**config.mk**
```make
export PLATFORM = sky130hd
export DESIGN_NAME = pci_config_header_command
export DESIGN_NICKNAME = d
export VERILOG_FILES = /design/src/pci_cfg_pkg.sv /design/src/pci_config_header_command.sv
export SDC_FILE = /design/constraint.sdc
export NUM_CORES = 1
export LEC_CHECK = 0
export ABC_AREA = 1
export ABC_CLOCK_PERIOD_IN_PS = 2200
export BUFFER_PORTS_ARGS = -buffer_cell sky130_fd_sc_hd__buf_2
export CAP_MARGIN = 20
export CORE_MARGIN = 2
export CORE_UTILIZATION = 50
export CTS_BUF_LIST = sky130_fd_sc_hd__clkbuf_16
export CTS_CLUSTER_SIZE = 8
export DETAILED_ROUTE_END_ITERATION = 12
export GPL_TIMING_DRIVEN = 0
export PLACE_DENSITY = 0.76
export SLEW_MARGIN = 0
export SYNTH_ARGS = -nofsm -noshare
export SYNTH_HDL_FRONTEND = slang
export SYNTH_SLANG_ARGS = --single-unit
export TNS_END_PERCENT = 50
```
**constraint.sdc**
```tcl
create_clock -name core_clk -period 2.2 [get_ports core_clk]
set_clock_uncertainty 0.1 [all_clocks]
set_input_delay 0.55 -clock core_clk [delete_from_list [all_inputs] [get_ports core_clk]]
set_output_delay 0.55 -clock core_clk [all_outputs]
set_load 0.05 [all_outputs]
```
**src/pci_cfg_pkg.sv**
```systemverilog
package pci_cfg_pkg;

   // Dword byte offsets of the configuration header
   localparam logic [7:0] OFF_IDENT = 8'h00;
   localparam logic [7:0] OFF_CMD_STATUS = 8'h04;
   localparam logic [7:0] OFF_CLASS_REV = 8'h08;
   localparam logic [7:0] OFF_MISC = 8'h0C;
   localparam logic [7:0] OFF_REG_MEM_BASE = 8'h10;
   localparam logic [7:0] OFF_REG_IO_BASE = 8'h14;
   localparam logic [7:0] OFF_LOC_MEM_BASE = 8'h18;
   localparam logic [7:0] OFF_CARD_INFO = 8'h28;
   localparam logic [7:0] OFF_SUBSYS = 8'h2C;
   localparam logic [7:0] OFF_ROM_BASE = 8'h30;
   localparam logic [7:0] OFF_CAP_PTR = 8'h34;
   localparam logic [7:0] OFF_INTR_TIMING = 8'h3C;
   localparam logic [7:0] OFF_PWR_CAP = 8'h70;
   localparam logic [7:0] OFF_PWR_CTRL = 8'h74;

   // Device identifier sits in the upper half of the dword at 00h
   localparam int DEVICE_IDENTIFIER_LSB = 16;

   // Local processor window
   localparam logic [31:0] LOCAL_BASE = 32'h4200_0000;
   localparam int LOCAL_WIN_BITS = 8;

   // Command bit positions
   localparam int CMD_IO = 0;
   localparam int CMD_MEM = 1;
   localparam int CMD_MASTER = 2;
   localparam int CMD_SPECIAL = 3;
   localparam int CMD_MWI = 4;
   localparam int CMD_VGA = 5;
   localparam int CMD_PERR = 6;
   localparam int CMD_SERR = 8;
   localparam int CMD_FB2B = 9;
   localparam logic [15:0] CMD_RESET = 16'h0000;
   localparam logic [31:0] CMD_RW_MASK = 32'h0000_0357;

   // Status parity-detected bit, write one to clear
   localparam int STAT_PARITY_BIT = 31;
   localparam logic [31:0] STAT_W1C_MASK = 32'h8000_0000;

   // Writable bits of the other read/write dwords
   localparam logic [31:0] MISC_RW_MASK = 32'h0000_FFFF;
   localparam logic [31:0] REG_MEM_RW_MASK = 32'hFFFF_F000;
   localparam logic [31:0] REG_IO_RW_MASK = 32'hFFFF_FF80;
   localparam logic [31:0] REG_IO_FIXED = 32'h0000_0001;
   localparam logic [31:0] LOC_MEM_RW_MASK = 32'hFFF0_0000;
   localparam logic [31:0] ROM_RW_MASK = 32'hFFFF_F801;
   localparam logic [31:0] INTR_RW_MASK = 32'h0000_00FF;
   localparam logic [31:0] ZERO_MASK = 32'h0000_0000;
   localparam logic [31:0] DWORD_RESET = 32'h0000_0000;

endpackage

```
**src/pci_config_header_command.sv**
```systemverilog
`timescale 1ns/100ps
`default_nettype none

module pci_config_header_command #(
   parameter logic [15:0] VENDOR_CODE = 16'hA5A5,   // Arbitrary value
   parameter logic [15:0] DEVICE_CODE = 16'h5A5A,   // Arbitrary value
   parameter logic [31:0] CLASS_REV = 32'h0B40_0000,
   parameter logic [31:0] SUBSYS_CODE = 32'h0000_0000,
   parameter logic [7:0] INTR_PIN = 8'h01
) (
   input wire logic core_clk,
   input wire logic rstn,
   input wire logic cfg_req,
   input wire logic cfg_write,
   input wire logic [5:0] cfg_index,
   input wire logic [3:0] cfg_byte_en,
   input wire logic [31:0] cfg_wdata,
   output logic cfg_ack,
   output logic [31:0] cfg_rdata,
   input wire logic lp_req,
   input wire logic lp_write,
   input wire logic [31:0] lp_addr,
   input wire logic [3:0] lp_byte_en,
   input wire logic [31:0] lp_wdata,
   output logic lp_ack,
   output logic [31:0] lp_rdata,
   input wire logic io_addr_hit,
   input wire logic mem_addr_hit,
   input wire logic special_cycle,
   output logic io_target_claim,
   output logic mem_target_claim,
   output logic special_cycle_claim,
   output logic palette_snoop,
   input wire logic master_want,
   input wire logic outbound_load,
   input wire logic outbound_not_empty,
   output logic outbound_accept,
   output logic outbound_drain,
   output logic pci_bus_req,
   input wire logic mwi_want,
   output logic mwi_issue,
   input wire logic fb2b_want,
   output logic fb2b_issue,
   input wire logic data_parity_err,
   input wire logic addr_parity_err,
   output logic perr_drive,
   output logic serr_drive,
   output logic [15:0] command_bits
);

   typedef struct packed {
      logic [15:0] cmd;
      logic parity_seen;
      logic [31:0] misc;
      logic [31:0] reg_mem_base;
      logic [31:0] reg_io_base;
      logic [31:0] loc_mem_base;
      logic [31:0] rom_base;
      logic [31:0] intr;
      logic cfg_ack;
      logic lp_ack;
      logic [31:0] rdata;
   } state_s;

   state_s state_reg;
   state_s state_next;

   logic lp_in_window;
   logic pci_go;
   logic lp_go;
   logic acc_write;
   logic [5:0] acc_index;
   logic [3:0] acc_be;
   logic [31:0] acc_wdata;
   logic [31:0] rd_word;
   logic [31:0] cs_word;

   // Byte-lane write with per-bit access kinds
   function automatic logic [31:0] apply_wr(input logic [31:0] old, input logic [31:0] wd,
         input logic [3:0] be, input logic [31:0] rw, input logic [31:0] w1c,
         input logic [31:0] w0c, input logic [31:0] w1s);
      logic [31:0] lane;
      logic [31:0] nv;
      lane = {{8{be[3]}}, {8{be[2]}}, {8{be[1]}}, {8{be[0]}}};
      nv = (old & ~(lane & rw)) | (wd & lane & rw);
      nv = nv & ~(wd & lane & w1c);
      nv = nv & ~(~wd & lane & w0c);
      nv = nv | (wd & lane & w1s);
      return nv;
   endfunction

   // Full dword seen at a header index
   function automatic logic [31:0] read_word(input logic [5:0] idx, input state_s s);
      logic [31:0] r;
      r = 32'h0000_0000;
      unique case ({idx, 2'b00})
         pci_cfg_pkg::OFF_IDENT: r = {DEVICE_CODE, VENDOR_CODE};
         pci_cfg_pkg::OFF_CMD_STATUS: begin
            r = {16'h0000, s.cmd};
            r[pci_cfg_pkg::STAT_PARITY_BIT] = s.parity_seen;
         end
         pci_cfg_pkg::OFF_CLASS_REV: r = CLASS_REV;
         pci_cfg_pkg::OFF_MISC: r = s.misc;
         pci_cfg_pkg::OFF_REG_MEM_BASE: r = s.reg_mem_base;
         pci_cfg_pkg::OFF_REG_IO_BASE: r = s.reg_io_base | pci_cfg_pkg::REG_IO_FIXED;
         pci_cfg_pkg::OFF_LOC_MEM_BASE: r = s.loc_mem_base;
         pci_cfg_pkg::OFF_SUBSYS: r = SUBSYS_CODE;
         pci_cfg_pkg::OFF_ROM_BASE: r = s.rom_base;
         pci_cfg_pkg::OFF_INTR_TIMING: r = {16'h0000, INTR_PIN, s.intr[7:0]};
         default: r = 32'h0000_0000;
      endcase
      return r;
   endfunction

   // Arbitration: configuration transactions before local processor
   always_comb begin
      lp_in_window = lp_req && (lp_addr[31:pci_cfg_pkg::LOCAL_WIN_BITS] ==
            pci_cfg_pkg::LOCAL_BASE[31:pci_cfg_pkg::LOCAL_WIN_BITS]);
      pci_go = cfg_req && !state_reg.cfg_ack;
      lp_go = lp_in_window && !pci_go && !state_reg.lp_ack;
      acc_write = pci_go ? cfg_write : lp_write;
      acc_index = pci_go ? cfg_index : lp_addr[7:2];
      acc_be = pci_go ? cfg_byte_en : lp_byte_en;
      acc_wdata = pci_go ? cfg_wdata : lp_wdata;
      rd_word = read_word(acc_index, state_reg);
      cs_word = apply_wr({16'h0000, state_reg.cmd} |
            {state_reg.parity_seen, 31'h0000_0000}, acc_wdata, acc_be,
            pci_cfg_pkg::CMD_RW_MASK, pci_cfg_pkg::STAT_W1C_MASK,
            pci_cfg_pkg::ZERO_MASK, pci_cfg_pkg::ZERO_MASK);
   end

   always_comb begin
      state_next = state_reg;
      state_next.cfg_ack = pci_go;
      state_next.lp_ack = lp_go;
      if (pci_go || lp_go) begin
         state_next.rdata = acc_write ? state_reg.rdata : rd_word;
      end
      if ((pci_go || lp_go) && acc_write) begin
         unique case ({acc_index, 2'b00})
            pci_cfg_pkg::OFF_CMD_STATUS: begin
               state_next.cmd = cs_word[15:0];
               state_next.parity_seen = cs_word[pci_cfg_pkg::STAT_PARITY_BIT];
            end
            pci_cfg_pkg::OFF_MISC: state_next.misc = apply_wr(state_reg.misc, acc_wdata,
                  acc_be, pci_cfg_pkg::MISC_RW_MASK, pci_cfg_pkg::ZERO_MASK,
                  pci_cfg_pkg::ZERO_MASK, pci_cfg_pkg::ZERO_MASK);
            pci_cfg_pkg::OFF_REG_MEM_BASE: state_next.reg_mem_base = apply_wr(
                  state_reg.reg_mem_base, acc_wdata, acc_be, pci_cfg_pkg::REG_MEM_RW_MASK,
                  pci_cfg_pkg::ZERO_MASK, pci_cfg_pkg::ZERO_MASK, pci_cfg_pkg::ZERO_MASK);
            pci_cfg_pkg::OFF_REG_IO_BASE: state_next.reg_io_base = apply_wr(
                  state_reg.reg_io_base, acc_wdata, acc_be, pci_cfg_pkg::REG_IO_RW_MASK,
                  pci_cfg_pkg::ZERO_MASK, pci_cfg_pkg::ZERO_MASK, pci_cfg_pkg::ZERO_MASK);
            pci_cfg_pkg::OFF_LOC_MEM_BASE: state_next.loc_mem_base = apply_wr(
                  state_reg.loc_mem_base, acc_wdata, acc_be, pci_cfg_pkg::LOC_MEM_RW_MASK,
                  pci_cfg_pkg::ZERO_MASK, pci_cfg_pkg::ZERO_MASK, pci_cfg_pkg::ZERO_MASK);
            pci_cfg_pkg::OFF_ROM_BASE: state_next.rom_base = apply_wr(state_reg.rom_base,
                  acc_wdata, acc_be, pci_cfg_pkg::ROM_RW_MASK, pci_cfg_pkg::ZERO_MASK,
                  pci_cfg_pkg::ZERO_MASK, pci_cfg_pkg::ZERO_MASK);
            pci_cfg_pkg::OFF_INTR_TIMING: state_next.intr = apply_wr(state_reg.intr,
                  acc_wdata, acc_be, pci_cfg_pkg::INTR_RW_MASK, pci_cfg_pkg::ZERO_MASK,
                  pci_cfg_pkg::ZERO_MASK, pci_cfg_pkg::ZERO_MASK);
            default: state_next.rdata = state_reg.rdata;
         endcase
      end
      // Detection wins over a same-cycle clear
      if (data_parity_err || addr_parity_err) begin
         state_next.parity_seen = 1'b1;
      end
   end

   always_ff @(posedge core_clk or negedge rstn) begin
      if (!rstn) begin
         state_reg.cmd <= pci_cfg_pkg::CMD_RESET;
         state_reg.parity_seen <= 1'b0;
         state_reg.misc <= pci_cfg_pkg::DWORD_RESET;
         state_reg.reg_mem_base <= pci_cfg_pkg::DWORD_RESET;
         state_reg.reg_io_base <= pci_cfg_pkg::DWORD_RESET;
         state_reg.loc_mem_base <= pci_cfg_pkg::DWORD_RESET;
         state_reg.rom_base <= pci_cfg_pkg::DWORD_RESET;
         state_reg.intr <= pci_cfg_pkg::DWORD_RESET;
         state_reg.cfg_ack <= 1'b0;
         state_reg.lp_ack <= 1'b0;
         state_reg.rdata <= pci_cfg_pkg::DWORD_RESET;
      end else begin
         state_reg <= state_next;
      end
   end

   // Command bits steering the rest of the device
   always_comb begin
      cfg_ack = state_reg.cfg_ack;
      lp_ack = state_reg.lp_ack;
      cfg_rdata = state_reg.rdata;
      lp_rdata = state_reg.rdata;
      command_bits = state_reg.cmd;
      io_target_claim = state_reg.cmd[pci_cfg_pkg::CMD_IO] && io_addr_hit;
      mem_target_claim = state_reg.cmd[pci_cfg_pkg::CMD_MEM] && mem_addr_hit;
      special_cycle_claim = state_reg.cmd[pci_cfg_pkg::CMD_SPECIAL] && special_cycle;
      palette_snoop = state_reg.cmd[pci_cfg_pkg::CMD_VGA];
      outbound_accept = outbound_load;
      outbound_drain = state_reg.cmd[pci_cfg_pkg::CMD_MASTER] && outbound_not_empty;
      pci_bus_req = state_reg.cmd[pci_cfg_pkg::CMD_MASTER] &&
            (master_want || outbound_not_empty);
      mwi_issue = state_reg.cmd[pci_cfg_pkg::CMD_MASTER] &&
            state_reg.cmd[pci_cfg_pkg::CMD_MWI] && mwi_want;
      fb2b_issue = state_reg.cmd[pci_cfg_pkg::CMD_FB2B] && fb2b_want;
      perr_drive = state_reg.cmd[pci_cfg_pkg::CMD_PERR] && data_parity_err;
      serr_drive = state_reg.cmd[pci_cfg_pkg::CMD_PERR] &&
            state_reg.cmd[pci_cfg_pkg::CMD_SERR] && addr_parity_err;
   end
endmodule

`default_nettype wire

```
Word level (Yosys, flattened, before mapping)
Cells that the tools add are included.
{"block": "totals", "regBits": 243, "inputBits": 126, "out_inout_bits": 93, "elab_cells": 98}
{"block": "op_classes", "eq_ne": 10, "muxes": 18, "bitwise": 25, "n_reduce_logical": 34}
{"operator": "two-way mux 32 bit", "n": 11}
{"operator": "AND 32 bit", "n": 9}
{"operator": "one-hot mux 32 bit (9 select lines)", "n": 1}
{"operator": "two-way mux 193 bit", "n": 1}
{"operator": "inverter 32 bit", "n": 5}
{"operator": "bitwise OR 32 bit", "n": 4}
{"operator": "inverter 10 -> 32 bit", "n": 1}
{"operator": "inverter 16 -> 32 bit", "n": 1}
{"operator": "inverter 8 -> 32 bit", "n": 1}
{"operator": "bitwise OR 16 x 32 -> 32 bit", "n": 1}
{"operator": "bitwise OR 32 x 10 -> 32 bit", "n": 1}
{"operator": "bitwise OR 32 x 16 -> 32 bit", "n": 1}
{"operator": "bitwise OR 32 x 8 -> 32 bit", "n": 1}
{"operator": "equality test 24 x 23 -> 1 bit (second input constant)", "n": 1}
{"operator": "equality test 6 x 3 -> 1 bit (second input constant)", "n": 3}
{"operator": "logical AND 1 bit", "n": 16}
{"operator": "AND reduction 2 bit", "n": 8}
{"operator": "equality test 6 x 2 -> 1 bit (second input constant)", "n": 2}
{"operator": "equality test 6 x 4 -> 1 bit (second input constant)", "n": 2}
{"operator": "OR reduction 7 bit", "n": 1}
{"operator": "equality test 6 x 1 -> 1 bit (second input constant)", "n": 1}
{"operator": "zero test 6 bit", "n": 1}
{"operator": "two-way mux 6 bit", "n": 1}
{"operator": "two-way mux 4 bit", "n": 1}
{"operator": "5 further kinds", "n": 12}

Depth between registers and ports, before layout
Gate-level depths: netlist of run 1.
{"block": "logic_depth", "depth_word": 10, "ltp_mapped": 14, "ltp_nobuf": 12}

Worst setup path before layout of run 1
OpenSTA, ideal clock, no wires.
{"block": "synth_timing", "kind": "register to register", "start": "reg cfg_ack (netlist name)", "end": "reg state_reg (netlist bit cfg_rdata[13])", "setup_ps": 116, "t_arrival_ps": 1950, "required_ps": 1984, "setup_slack_ps": 34, "path_stages_with_launch": 12, "path_buffers": 4, "period_less_slack_ps": 2166, "cell_sequence": "dfrtp_1 inv_2 nand2_4 buf_6 buf_2 o21ai_2 nand2_1 inv_1 buf_4 buf_4 nand2_1 nand2_1"}
{"block": "synth_via", "elab_chain_cells": 9, "elab_cells_between_ends": 25, "classes_between": "9 x eq/ne; 7 x mux; 9 x reduce/logical"}
{"element": "zero test 1 bit (*)", "line": "pci_config_header_command.sv:119", "text": "pci_go = cfg_req && !state_reg.cfg_ack;"}
{"element": "logical AND 1 bit (*)", "line": "pci_config_header_command.sv:119"}
{"element": "two-way mux 6 bit or zero test 1 bit (tied branches)", "line": "pci_config_header_command.sv:122, pci_config_header_command.sv:120"}
{"element": "equality test 6 x 4 -> 1 bit (tied with other cells)", "line": "pci_config_header_command.sv:96, pci_config_header_command.sv:140"}
{"element": "one-hot mux 32 bit (9 select lines) or logical AND 1 bit (tied branches)", "line": "pci_config_header_command.sv:96, pci_config_header_command.sv:120"}
{"element": "two-way mux 32 bit or logical OR 1 bit (tied branches)", "line": "pci_config_header_command.sv:137, pci_config_header_command.sv:136, pci_config_header_command.sv:139"}
{"element": "two-way mux 32 bit", "line": "pci_config_header_command.sv:136", "text": "if (pci_go || lp_go) begin"}
{"element": "two-way mux 32 bit", "line": "pci_config_header_command.sv:140", "text": "unique case ({acc_index, 2'b00})"}
{"element": "two-way mux 32 bit", "line": "pci_config_header_command.sv:139", "text": "if ((pci_go || lp_go) && acc_write) begin"}
{"element": "to (signal assigned)", "line": "pci_config_header_command.sv:186", "text": "state_reg <= state_next;"}
{"element": "to (decl)", "line": "pci_config_header_command.sv:65", "text": "state_s state_reg;"}
Mark *: on every way between the ends. The rest lies on a longest branch, timed or not. The select of a mux whose other input is x is not followed.
A chain may end at the register's enable or synchronous reset.

Worst setup path in the final report of run 1
{"block": "layout_timing", "start": "reg cfg_ack (netlist name)", "end": "reg state_reg (netlist bit cfg_rdata[24])"}
{"block": "layout_via", "elab_chain_cells": 9, "elab_cells_between_ends": 25, "classes_between": "9 x eq/ne; 7 x mux; 9 x reduce/logical"}
{"element": "zero test 1 bit (*)", "line": "pci_config_header_command.sv:119"}
{"element": "logical AND 1 bit (*)", "line": "pci_config_header_command.sv:119"}
{"element": "two-way mux 6 bit or zero test 1 bit (tied branches)", "line": "pci_config_header_command.sv:122, pci_config_header_command.sv:120"}
{"element": "equality test 6 x 4 -> 1 bit (tied with other cells)", "line": "pci_config_header_command.sv:96, pci_config_header_command.sv:140"}
{"element": "one-hot mux 32 bit (9 select lines) or logical AND 1 bit (tied branches)", "line": "pci_config_header_command.sv:96, pci_config_header_command.sv:120"}
{"element": "two-way mux 32 bit or logical OR 1 bit (tied branches)", "line": "pci_config_header_command.sv:137, pci_config_header_command.sv:136, pci_config_header_command.sv:139"}
{"element": "two-way mux 32 bit", "line": "pci_config_header_command.sv:136"}
{"element": "two-way mux 32 bit", "line": "pci_config_header_command.sv:140"}
{"element": "two-way mux 32 bit", "line": "pci_config_header_command.sv:139"}
Marks and branches as above.

==> impl_results.md, run 1 <==
- Hold endpoint: state_reg[226]
- Hold Crit Depth: 3
- Vias in the first global route: approximately 7700
- GR met3 Demand/Resource: under 10%
- CTS tree: done
- Fin nets: 1486
- Routing usage on met1: 38.4%
- Post-synthesis cell type count: 35
- Status: finished, final reports clean
- Worst-Margin Slew: 0.598 ns
- Worst Hold Launch: data_parity_err
- ANT cells: 0
- GRT Max-Usage Layer: met2
- Switching power: about 1.8 mW
- Cells along the critical path: inv_2 -> nand2_4 -> buf_6 -> clkbuf_4 -> o21ai_4 -> nand2_4 -> inv_1 -> buf_4 -> buf_4 -> nand2_1 -> nand2_1
- Final WS setup: 0.0787 ns
- DRT iter0 DRCs: between 800 and 900
- GRT overflow: 0
- Hpwl dp: ~18 mm
- Initial antenna violation count: 0
- Crit. End Element: flop
- Worst vdd ir: 605 uV
- WL/cell: about 16 um
- Post-Syn Area: a little over 8000 um^2
- WL final: about 25 mm
- Total GRT Usage: between 20% and 30%
- Pre-CTS setup slack: -0.452 ns
- Clk pwr share: approximately two fifths
- Flop-to-flop setup slack: around 0.08 ns
- Total number of vias: approximately 8200
- Seq cells post-synth: 145
- Site Rows: 46
- Die area: approximately 17000 um^2
- Combinational power share: between 10% and 20%
- IO Pins: 219
- Buffers & Inverters on Critical Path: 6
- Leakage: about 6 nW
- Critical-path maximum fanout: 10
- Pins Over Slew Limit: 0
- Fin area: ~10000 um^2
- Final period utilization: between 90% and 100%
- Synth warn: 0
- Routed vias/inst: approximately 5.2
- CP max-delay cell: dfrtp_2
- First-pass GRT wire length: a little under 40 mm
- Die Y-Extent: roughly 130 um
- TNS Setup: 0 ns
- Data required, critical path: ~2.5 ns
- Min Tclk post-route: between 2 and 2.5 ns
- Core ar.: approximately 16000 um^2
- Sequential Power Share: between 40% and 50%
- Drt drc: 0
- FMAX: roughly 470 MHz
- Internal Power: ~4.4 mW
- Worst skew pair latency: about 0.43 ns
- Crit Reg-Reg Endpoint: cfg_rdata[24]
- Largest net degree at the start of global routing: 91
- Hold Crit Class: primary input to flop
- Initial core utilization: about half
- Relative slew slack: 60.1%
- Syn avg cell area: roughly 7.4 um^2
- Routability cong.: ~0.88
- Setup CP Type: flop to flop
- CTS Buf Count: 17
- Mapped Cells: between 1000 and 1500
- CTS root buf: clkbuf_16
- R2R Path Start: cfg_ack
- Crit-path max cell delay: around 0.43 ns
- Port Buf Inserts: 203
- Pwr/cell area: around 600 nW/um^2
- Max cap viols: 0
- Cells on worst reg2reg path: 11
- Worst Path Arrival: approximately 2.4 ns
- Overall power: 6.19 mW
- M2 GR Usage: approximately 47%
- Layout cell share with drive strength beyond 1: a little under a third
- CTS Sinks: approximately 150
- Worst path top cell family by delay: buffers and inverters
- Setup crit start kind: flop
- Clock transition at the registers of the reported paths: around 0.060 ns
- Die span in x: 132 um
- Net Sw Frac: between 20% and 30%
- # setup viols final: 0
- Synth-to-Final Area Change: 25.5%
- Drt first pass iters: 5
- Final Hold Viols: 0
- Sequential-to-total area share from yosys stat: approximately 44%
- # H-tree levels: 4
- Remaining antenna violation count: 0
- Cell Area, Placed: ~9600 um^2
- CTS Buffer Depth: 2
- Final Util: approximately 65%
-- placed cells by master, fill, tap and decap left out, drive strengths merged, types with 3 or more instances in the layout --
cell	instances
a21oi	5
and2	9
buf	330
clkbuf	35
clkinv	4
conb	11
dfrtp	145
inv	48
nand2	532
nand3	134
nand4	41
nor2	41
o211ai	4
o21ai	16
o21bai	3
-- stage by stage --
step | instances | hold WS [ns]
6_report | 1584 | 0.287
5_1_grt | 1584 | 0.307
4_1_cts | 1574 | 0.279
3_5_place_dp | 1546 | 0.358
3_3_place_gp | 1545 | 0.354
2_1_floorplan | 1126 | 0.154
-- routing by layer --
metal  vias up  share of wire [%]
met3        58                8.2
li1       3947                  -
met1      3814                 41
met4         0                2.5
met2       349                 48
met5         -                  0
-- cells in the mapped netlist (all sizes together) --
library cell,instances,area [um^2]
a21oi,5,25.0
and2,9,56.3
and3,2,12.5
buf,122,886
clkbuf,12,45.0
clkinv,1,5.00
conb,1,3.75
dfrtp,145,3630
inv,41,154
nand2,532,2020
nand3,134,703
nand3b,1,7.51
nand4,41,272
nor2,41,211
nor3,2,10.0
nor3b,1,7.51
o211ai,4,30.0
o21a,1,7.51
o21ai,16,87.6
o21bai,3,22.5
or2,2,12.5
-- area by class of cell --
type,instances,area (um^2)
Fill cell,1467,5640
Sequential cell,145,3630
Clock inverter,10,38.8
Buffer,134,988
Timing Repair Buffer,215,1130
Tap cell,216,270
Clock buffer,17,425
Multi-Input combinational cell,805,3640
Inverter,42,168
-- power by group through the flow --
stage	Sequential [mW]	Clock, mW	Combinational [mW]
3_3_place_gp	2.84	0	0.917
2_1_floorplan	2.83	0	0.580
5_1_grt	2.80	2.53	1.08
4_1_cts	2.79	2.41	0.952
6_report	2.79	2.40	0.989
3_5_place_dp	2.84	0	0.936
-- worst reg2reg max path: stages, from the launching register on --
cell      delay [ns]
dfrtp_2         0.43
inv_2           0.10
nand2_4         0.08
buf_6           0.15
clkbuf_4        0.21
o21ai_4         0.13
nand2_4         0.17
inv_1           0.10
buf_4           0.19
buf_4           0.23
nand2_1         0.10
nand2_1         0.07
-- worst max-delay path by stage --
stage | end | from | slack, ns | depth (start not counted)
after global routing | flop | cfg_ack | -0.06 | 12
after CTS | flop | cfg_ack | -0.03 | 9
after floorplan | cfg_rdata[13] | cfg_ack | 0.03 | 11
final | cfg_rdata[24] | cfg_ack | 0.08 | 11
after global placement | cfg_rdata[23] | rstn | -1.65 | 1
after detailed placement | cfg_rdata[24] | lp_addr[23] | -0.45 | 11
-- timing repair --
item | 4_1_cts | 5_1_grt
endpoints found under the setup margin | 89 | 142
setup buffers | 0 | 10
cloned | 0 | 0
gates resized for setup | 17 | 50
hold buffers | 1 | 0
pin swaps | 2 | 7
hold endpoints to repair | 5 | 0
-- cells by family (layout without fill, tap and decap cells) --
family / after synthesis / count (layout) / share of synthesized area (%)
flip-flops: 145 / 145 / 44.2
AND/OR/NAND/NOR: 765 / 765 / 40.4
other: 1 / 11 / 0.0457
buffers and inverters: 176 / 418 / 13.3
AO/OA/AOI/OAI: 29 / 29 / 2.10
(Power assumes the default switching activity.)
==> inputs of run 2 (changes only) <==
BUFFER_PORTS_ARGS = -buffer_cell sky130_fd_sc_hd__clkbuf_2   (was -buffer_cell sky130_fd_sc_hd__buf_2)
CORE_UTILIZATION = 42   (was 50)
PLACE_DENSITY = 0.66   (was 0.76)
==> run 2 against run 1 <==
Net effect:
- combinational power is essentially flat
- cell count grew 3.7%
- first-iteration DRC count shrank 26%
- via count shrank 0.94%
- sequential share of layout area shrank 0.95 points
- worst setup slack gained 0.0097 ns
- die area grew 18%
- fmax grew 0.46%
- wire length grew 0.35%
==> impl_results.md, run 2 (synthesis gave the netlist of run 1 again) <==
- Status: finished, final reports clean
- Commonest non-fill, non-tap cell in the layout: nand2_1
- Final period utilization: 96.0% (-0.44 points)
- Port Buf Inserts: 203 (unchanged)
- Worst Path Arrival: 2.33 ns (-0.06 ns)
- Net Sw Frac: 29.1% (+0.35 points)
- Most frequent cells in the layout: nand2_1 (521), clkbuf_2 (210), dfrtp_1 (144), nand3_1 (119), buf_4 (108)
- Site Rows: 51 (+11%)
- WL final: 25.0 mm (+0.35%)
- CP max-delay cell: dfrtp_2
- Crit. End Element: flop
- First-pass GRT wire length: 38.9 mm (-1.9%)
- ANT cells: 0 (unchanged)
- Non-Filler Instances: 1643 (+3.7%)
- Die span in x: 144 um (+8.8%)
- Switching power: 1.93 mW (+8.6%)
- Die area: 20700 um^2 (+18%)
- Clock transition at the registers of the reported paths: 0.06 ns (about the same)
- FMAX: 474 MHz (+0.46%)
- Fin nets: 1491 (+0.34%)
- Worst-Margin Slew: 0.643 ns (+0.0450 ns)
- Most used cell, CP: nand2_1
- Final Hold Viols: 0 (unchanged)
- CTS root buf: clkbuf_16
- CTS Sinks: 145 (unchanged)
- Final Util: 54.7% (-9.9 points)
- Worst skew pair latency: 0.43 ns (about the same)
- Total number of vias: 8091 (-0.94%)
- Die Y-Extent: 144 um (+8.8%)
- IO Pins: 219 (unchanged)
- Cells along the critical path: nor2_4 -> nand2_1 -> nand2_1 -> nand2_1 -> inv_2 -> nand2_1 -> inv_4 -> nand4_4 -> buf_6 -> nand2_1 -> o21ai_1
- Relative slew slack: 57.1% (-3.0 points)
- Drt drc: 0 (unchanged)
- CTS Buffer Depth: 2 (unchanged)
- Remaining antenna violation count: 0 (unchanged)
- RSZ-0062 raised after global routing: true
- Routability cong.: 0.890 (+1.6%)
- # setup viols final: 0 (unchanged)
- Placed cells: 1595 (+3.2%)
- Data required, critical path: 2.42 ns (-0.05 ns)
- Drt first pass iters: 6 (+1)
- CTS tree: done
- Largest net degree at the start of global routing: 102 (+12%)
- CTS Buf Count: 17 (unchanged)
- # H-tree levels: 4 (unchanged)
- Hold Crit Class: primary input to flop
- Routed vias/inst: 4.92 (-4.5%)
- Layout cell share with drive strength beyond 1: 31.9% (+1.4 points)
- DRT iter0 DRCs: 604 (-26%)
- Pwr/cell area: 628 nW/um^2 (+4.5%)
- Synth-to-Final Area Change: 28.9%
- Worst vdd ir: 581 uV (-4.1%)
- Initial antenna violation count: 0 (unchanged)
- Core ar.: 19300 um^2 (+21%)
- Sequential Power Share: 42.0% (-3.2 points)
- GRT overflow: 0 (unchanged)
- Internal Power: 4.71 mW (+6.8%)
- Overall power: 6.64 mW (+7.3%)
- Vias in the first global route: 7280 (-5.2%)
- Max cap viols: 0 (unchanged)
- Crit-path max cell delay: 0.43 ns (about the same)
- Critical-path maximum fanout: 10 (unchanged)
- WL/cell: 15.2 um (-3.3%)
- Setup CP Type: flop to flop
- Combinational power share: 15.2% (-0.8 points)
- Initial core utilization: 42.5% (-9.0 points)
- Min Tclk post-route: 2.11 ns (-0.00971 ns)
- TNS Setup: 0 ns (unchanged)
- Pins Over Slew Limit: 0 (unchanged)
- Clk pwr share: 42.8% (+3.9 points)
- Setup crit start kind: flop
- Leakage: 6.18 nW (+0.53%)
- Hpwl dp: 17.7 mm (+1.0%)
- Total GRT Usage: 24.7% (-4.2 points)
==> run 2: cell types whose count changed in the layout (fill, tap and decap cells not counted), sizes merged <==
cell / change
buf: -198
inv: -5
clkinv: +5
clkbuf: +203
bufinv: +2
clkinvlp: +3
==> run 2: layer usage <==
metal	up-vias	track usage [%]	share of wire (%)
li1	3964	-	-
met1	3750	34.0	44
met2	334	39.0	47
met3	43	4.03	6.8
met4	0	9.49	2.0
met5	-	0	0
==> run 2: path summary, 6_finish.rpt <==
path | startpoint | endpoint | slack [ns] | depth (start not counted)
worst max-delay path | cfg_ack | flop | 0.09 | 11
worst min-delay path | addr_parity_err | state_reg[226] | 0.28 | 3
worst max register to register | cfg_ack | flop | 0.09 | 11
worst min register to register | flop | flop | 0.37 | 2
max in group asynchronous | rstn | async pin | 0.60 | 3
min in group asynchronous | rstn | cfg_rdata[1] | 0.52 | 2
==> run 2: what timing repair did <==
item                                   CTS  global route
gates cloned                             0             0
pin swaps                                1             1
setup buffers                            6             9
setup endpoints to repair              128           142
endpoints found under the hold margin   44             0
hold buffers                             1             0
gates resized for setup                 17            68
==> run 2: stage by stage <==
stage	area (um^2)	hold slack, ns	worst slack, ns
final	10600	0.278	0.0884
after global routing	10600	0.280	-0.0343
after CTS	10300	0.276	-0.0558
after detailed placement	9630	0.358	-0.478
after global placement	9590	0.354	-2.13
after floorplan	8250	0.154	0.0337
==> run 2: critical path, delay by kind of cell, from the launching register on <==
kind	cells	cell delay [ns]
and+or+nand+nor	7	0.94
AOI/OAI and AO/OA	1	0.05
DFF	1	0.43
buffers and inverters	3	0.46
==> run 2: power groups by stage <==
stage / clock [mW] / sequential, mW / combinational (mW)
after floorplan: 0 / 2.83 / 0.580
final: 2.84 / 2.79 / 1.01
after global routing: 2.99 / 2.80 / 1.10
after global placement: 0 / 2.84 / 0.934
after detailed placement: 0 / 2.84 / 0.948
after CTS: 2.86 / 2.79 / 0.960
==> run 2: layout make-up <==
class	instances	area (um^2)
plain buffers	134	1010
flip-flops and latches	145	3630
multi-input cells	805	3700
fillers	1840	8750
clock buffers	17	425
repair buffers	220	1170
well taps	265	332
clock inverters	15	144
inverters	42	165
==> inputs of run 3 (changes only) <==
PLACE_DENSITY = 0.63   (was 0.66)
==> run 3 against run 2 <==
Net effect:
- the flow now finishes with violations (hold timing)
- via count barely moved
- clock power rose by 8.8%
- first-iteration DRC count rose by 13%
- fmax rose by 0.47%
- sequential share of layout area barely moved
- register-to-register slack barely moved
==> impl_results.md, run 3 (synthesis gave the netlist of run 1 again) <==
- Status: finished with violations
- Failing checks: hold timing
- Pwr/cell area: 651 nW/um^2 (+3.8%)
- RSZ-0062 raised after global routing: true
- Combinational power share: 14.8% (-0.4 points)
- Routed vias/inst: 4.93 (+0.20%)
- CTS Sinks: 145 (unchanged)
- Critical-path maximum fanout: 10 (unchanged)
- Hpwl dp: 17.9 mm (+1.3%)
- # setup viols final: 0 (unchanged)
- ANT cells: 0 (unchanged)
- IO Pins: 219 (unchanged)
- Worst skew pair latency: 0.44 ns (about the same)
- DRT iter0 DRCs: 684 (+13%)
- Setup CP Type: flop to flop
- Site Rows: 51 (unchanged)
- Final period utilization: 95.5% (-0.45 points)
- Clock transition at the registers of the reported paths: 0.06 ns (about the same)
- Crit Reg-Reg Endpoint: cfg_rdata[20]
- Total GRT Usage: 25.3% (+0.61 points)
- Flop-to-flop setup slack: 0.1 ns (about the same)
- CTS Buffer Depth: 2 (unchanged)
- Core ar.: 19300 um^2 (unchanged)
- Data required, critical path: 2.48 ns (+0.06 ns)
- Net Sw Frac: 28.2% (-0.84 points)
- Remaining antenna violation count: 0 (unchanged)
- CTS tree: done
- Overall power: 6.90 mW (+3.9%)
- Port Buf Inserts: 203 (unchanged)
- Leakage: 6.20 nW (+0.34%)
- Layout cell share with drive strength beyond 1: 31.8% (-0.17 points)
- Largest net degree at the start of global routing: 91 (-11%)
- Fin nets: 1489 (-0.13%)
- CTS Hold Buffers Added: 0 (-1)
- Worst Path Arrival: 2.38 ns (+0.05 ns)
- Drt drc: 0 (unchanged)
- WL final: 25.5 mm (+2.3%)
- Commonest non-fill, non-tap cell in the layout: nand2_1
- Routability cong.: 0.874 (-1.8%)
- Die area: 20700 um^2 (unchanged)
- Fill cells: 1976 (+7.4%)
- Synth-to-Final Area Change: 29.1% (about the same)
- WL/cell: 15.6 um (+2.4%)
- Final Hold Viols: 19 (+19)
- First-pass GRT wire length: 39.8 mm (+2.2%)
- Most frequent cells in the layout: nand2_1 (522), clkbuf_2 (210), dfrtp_1 (144), nand3_1 (120), buf_4 (107)
- Sequential Power Share: 40.5% (-1.5 points)
- Worst vdd ir: 529 uV (-8.8%)
- Min Hold Slack: -0.0143 ns (-0.293 ns)
- Hold Crit Class: primary input to async pin
- Total number of vias: 8097 (+0.074%)
- Initial core utilization: 42.5% (unchanged)
- Switching power: 1.95 mW (+0.87%)
- Setup crit start kind: flop
- Crit. End Element: flop
- Worst-Margin Slew: 0.672 ns (+0.0294 ns)
- GRT overflow: 0 (unchanged)
- Vias in the first global route: 7436 (+2.1%)
- Drt first pass iters: 5 (-1)
- Die Y-Extent: 144 um (unchanged)
- CTS root buf: clkbuf_16
- # H-tree levels: 4 (unchanged)
- Cells on worst reg2reg path: 11 (unchanged)
- Clk pwr share: 44.8% (+2.0 points)
- Relative slew slack: 55.2% (-2.0 points)
- Min Tclk post-route: 2.10 ns (-0.00979 ns)
- Die span in x: 144 um (unchanged)
- Pins Over Slew Limit: 0 (unchanged)
- Max cap viols: 0 (unchanged)
- FMAX: 476 MHz (+0.47%)
- Internal Power: 4.95 mW (+5.1%)
- R2R Path Start: cfg_ack
- Initial antenna violation count: 0 (unchanged)
- CTS Buf Count: 17 (unchanged)
[run 3: cell type report]
type                       instances  area [um^2]  area share (%)
buffer                           134         1010            9.50
timing repair buffer             218         1190            11.2
tap                              265          332            3.13
sequential                       145         3630            34.3
clock inverter                    15          191            1.81
clock buffer                      17          425            4.02
multi-input combinational        805         3660            34.5
inverter                          42          163            1.54
[run 3: worst max-delay path by stage]
stage	start	to
floorplan	cfg_ack	cfg_rdata[13]
global placement	rstn	cfg_rdata[18]
detailed placement	cfg_req	cfg_rdata[18]
CTS	cfg_ack	flop
global route	cfg_ack	flop
finish	cfg_ack	cfg_rdata[20]
[run 3: per-stage QoR]
step	TNS [ns]	instance area [um^2]	setup WS [ns]	std cells	util, %
floorplan	0	8250	0.0337	1126	-
global placement	-354.46	9590	-2.15	1594	49.6
detailed placement	-46.07	9630	-0.516	1595	49.8
CTS	-2.29	10300	-0.0944	1627	53.4
global route	-0.164	10600	-0.0449	1641	54.8
finish	0	10600	0.0982	1641	54.8
[run 3: what timing repair did]
action                                  4_1_cts  5_1_grt
gates cloned                                  0        1
gates resized for setup                      25       46
setup buffers                                 0       13
endpoints found under the setup margin      130      142
pin swaps                                     3        7
[run 3: critical path, stage by stage, from the launching register on]
cell      delay, ns
dfrtp_2        0.44
inv_2          0.10
nand2_4        0.08
nand2_1        0.08
nand2_1        0.12
nor2_4         0.23
buf_4          0.24
clkbuf_4       0.27
o211ai_1       0.15
nand4_1        0.11
nand2_1        0.07
nand2_1        0.06
[run 3: power groups by stage]
stage | combinational [mW] | sequential, mW | clock, mW
finish | 1.02 | 2.79 | 3.09
global placement | 0.937 | 2.84 | 0
detailed placement | 0.952 | 2.84 | 0
CTS | 0.966 | 2.79 | 3.10
floorplan | 0.580 | 2.83 | 0
global route | 1.11 | 2.80 | 3.24
[run 3: per-layer routing]
layer	GRT usage [%]	part of all wire [%]	vias up	wire, um
li1	-	-	3958	-
met1	34.2	44	3771	11200
met2	41.5	47	324	12000
met3	4.27	6.9	44	1770
met4	8.20	2.4	0	604
met5	0	0	-	0
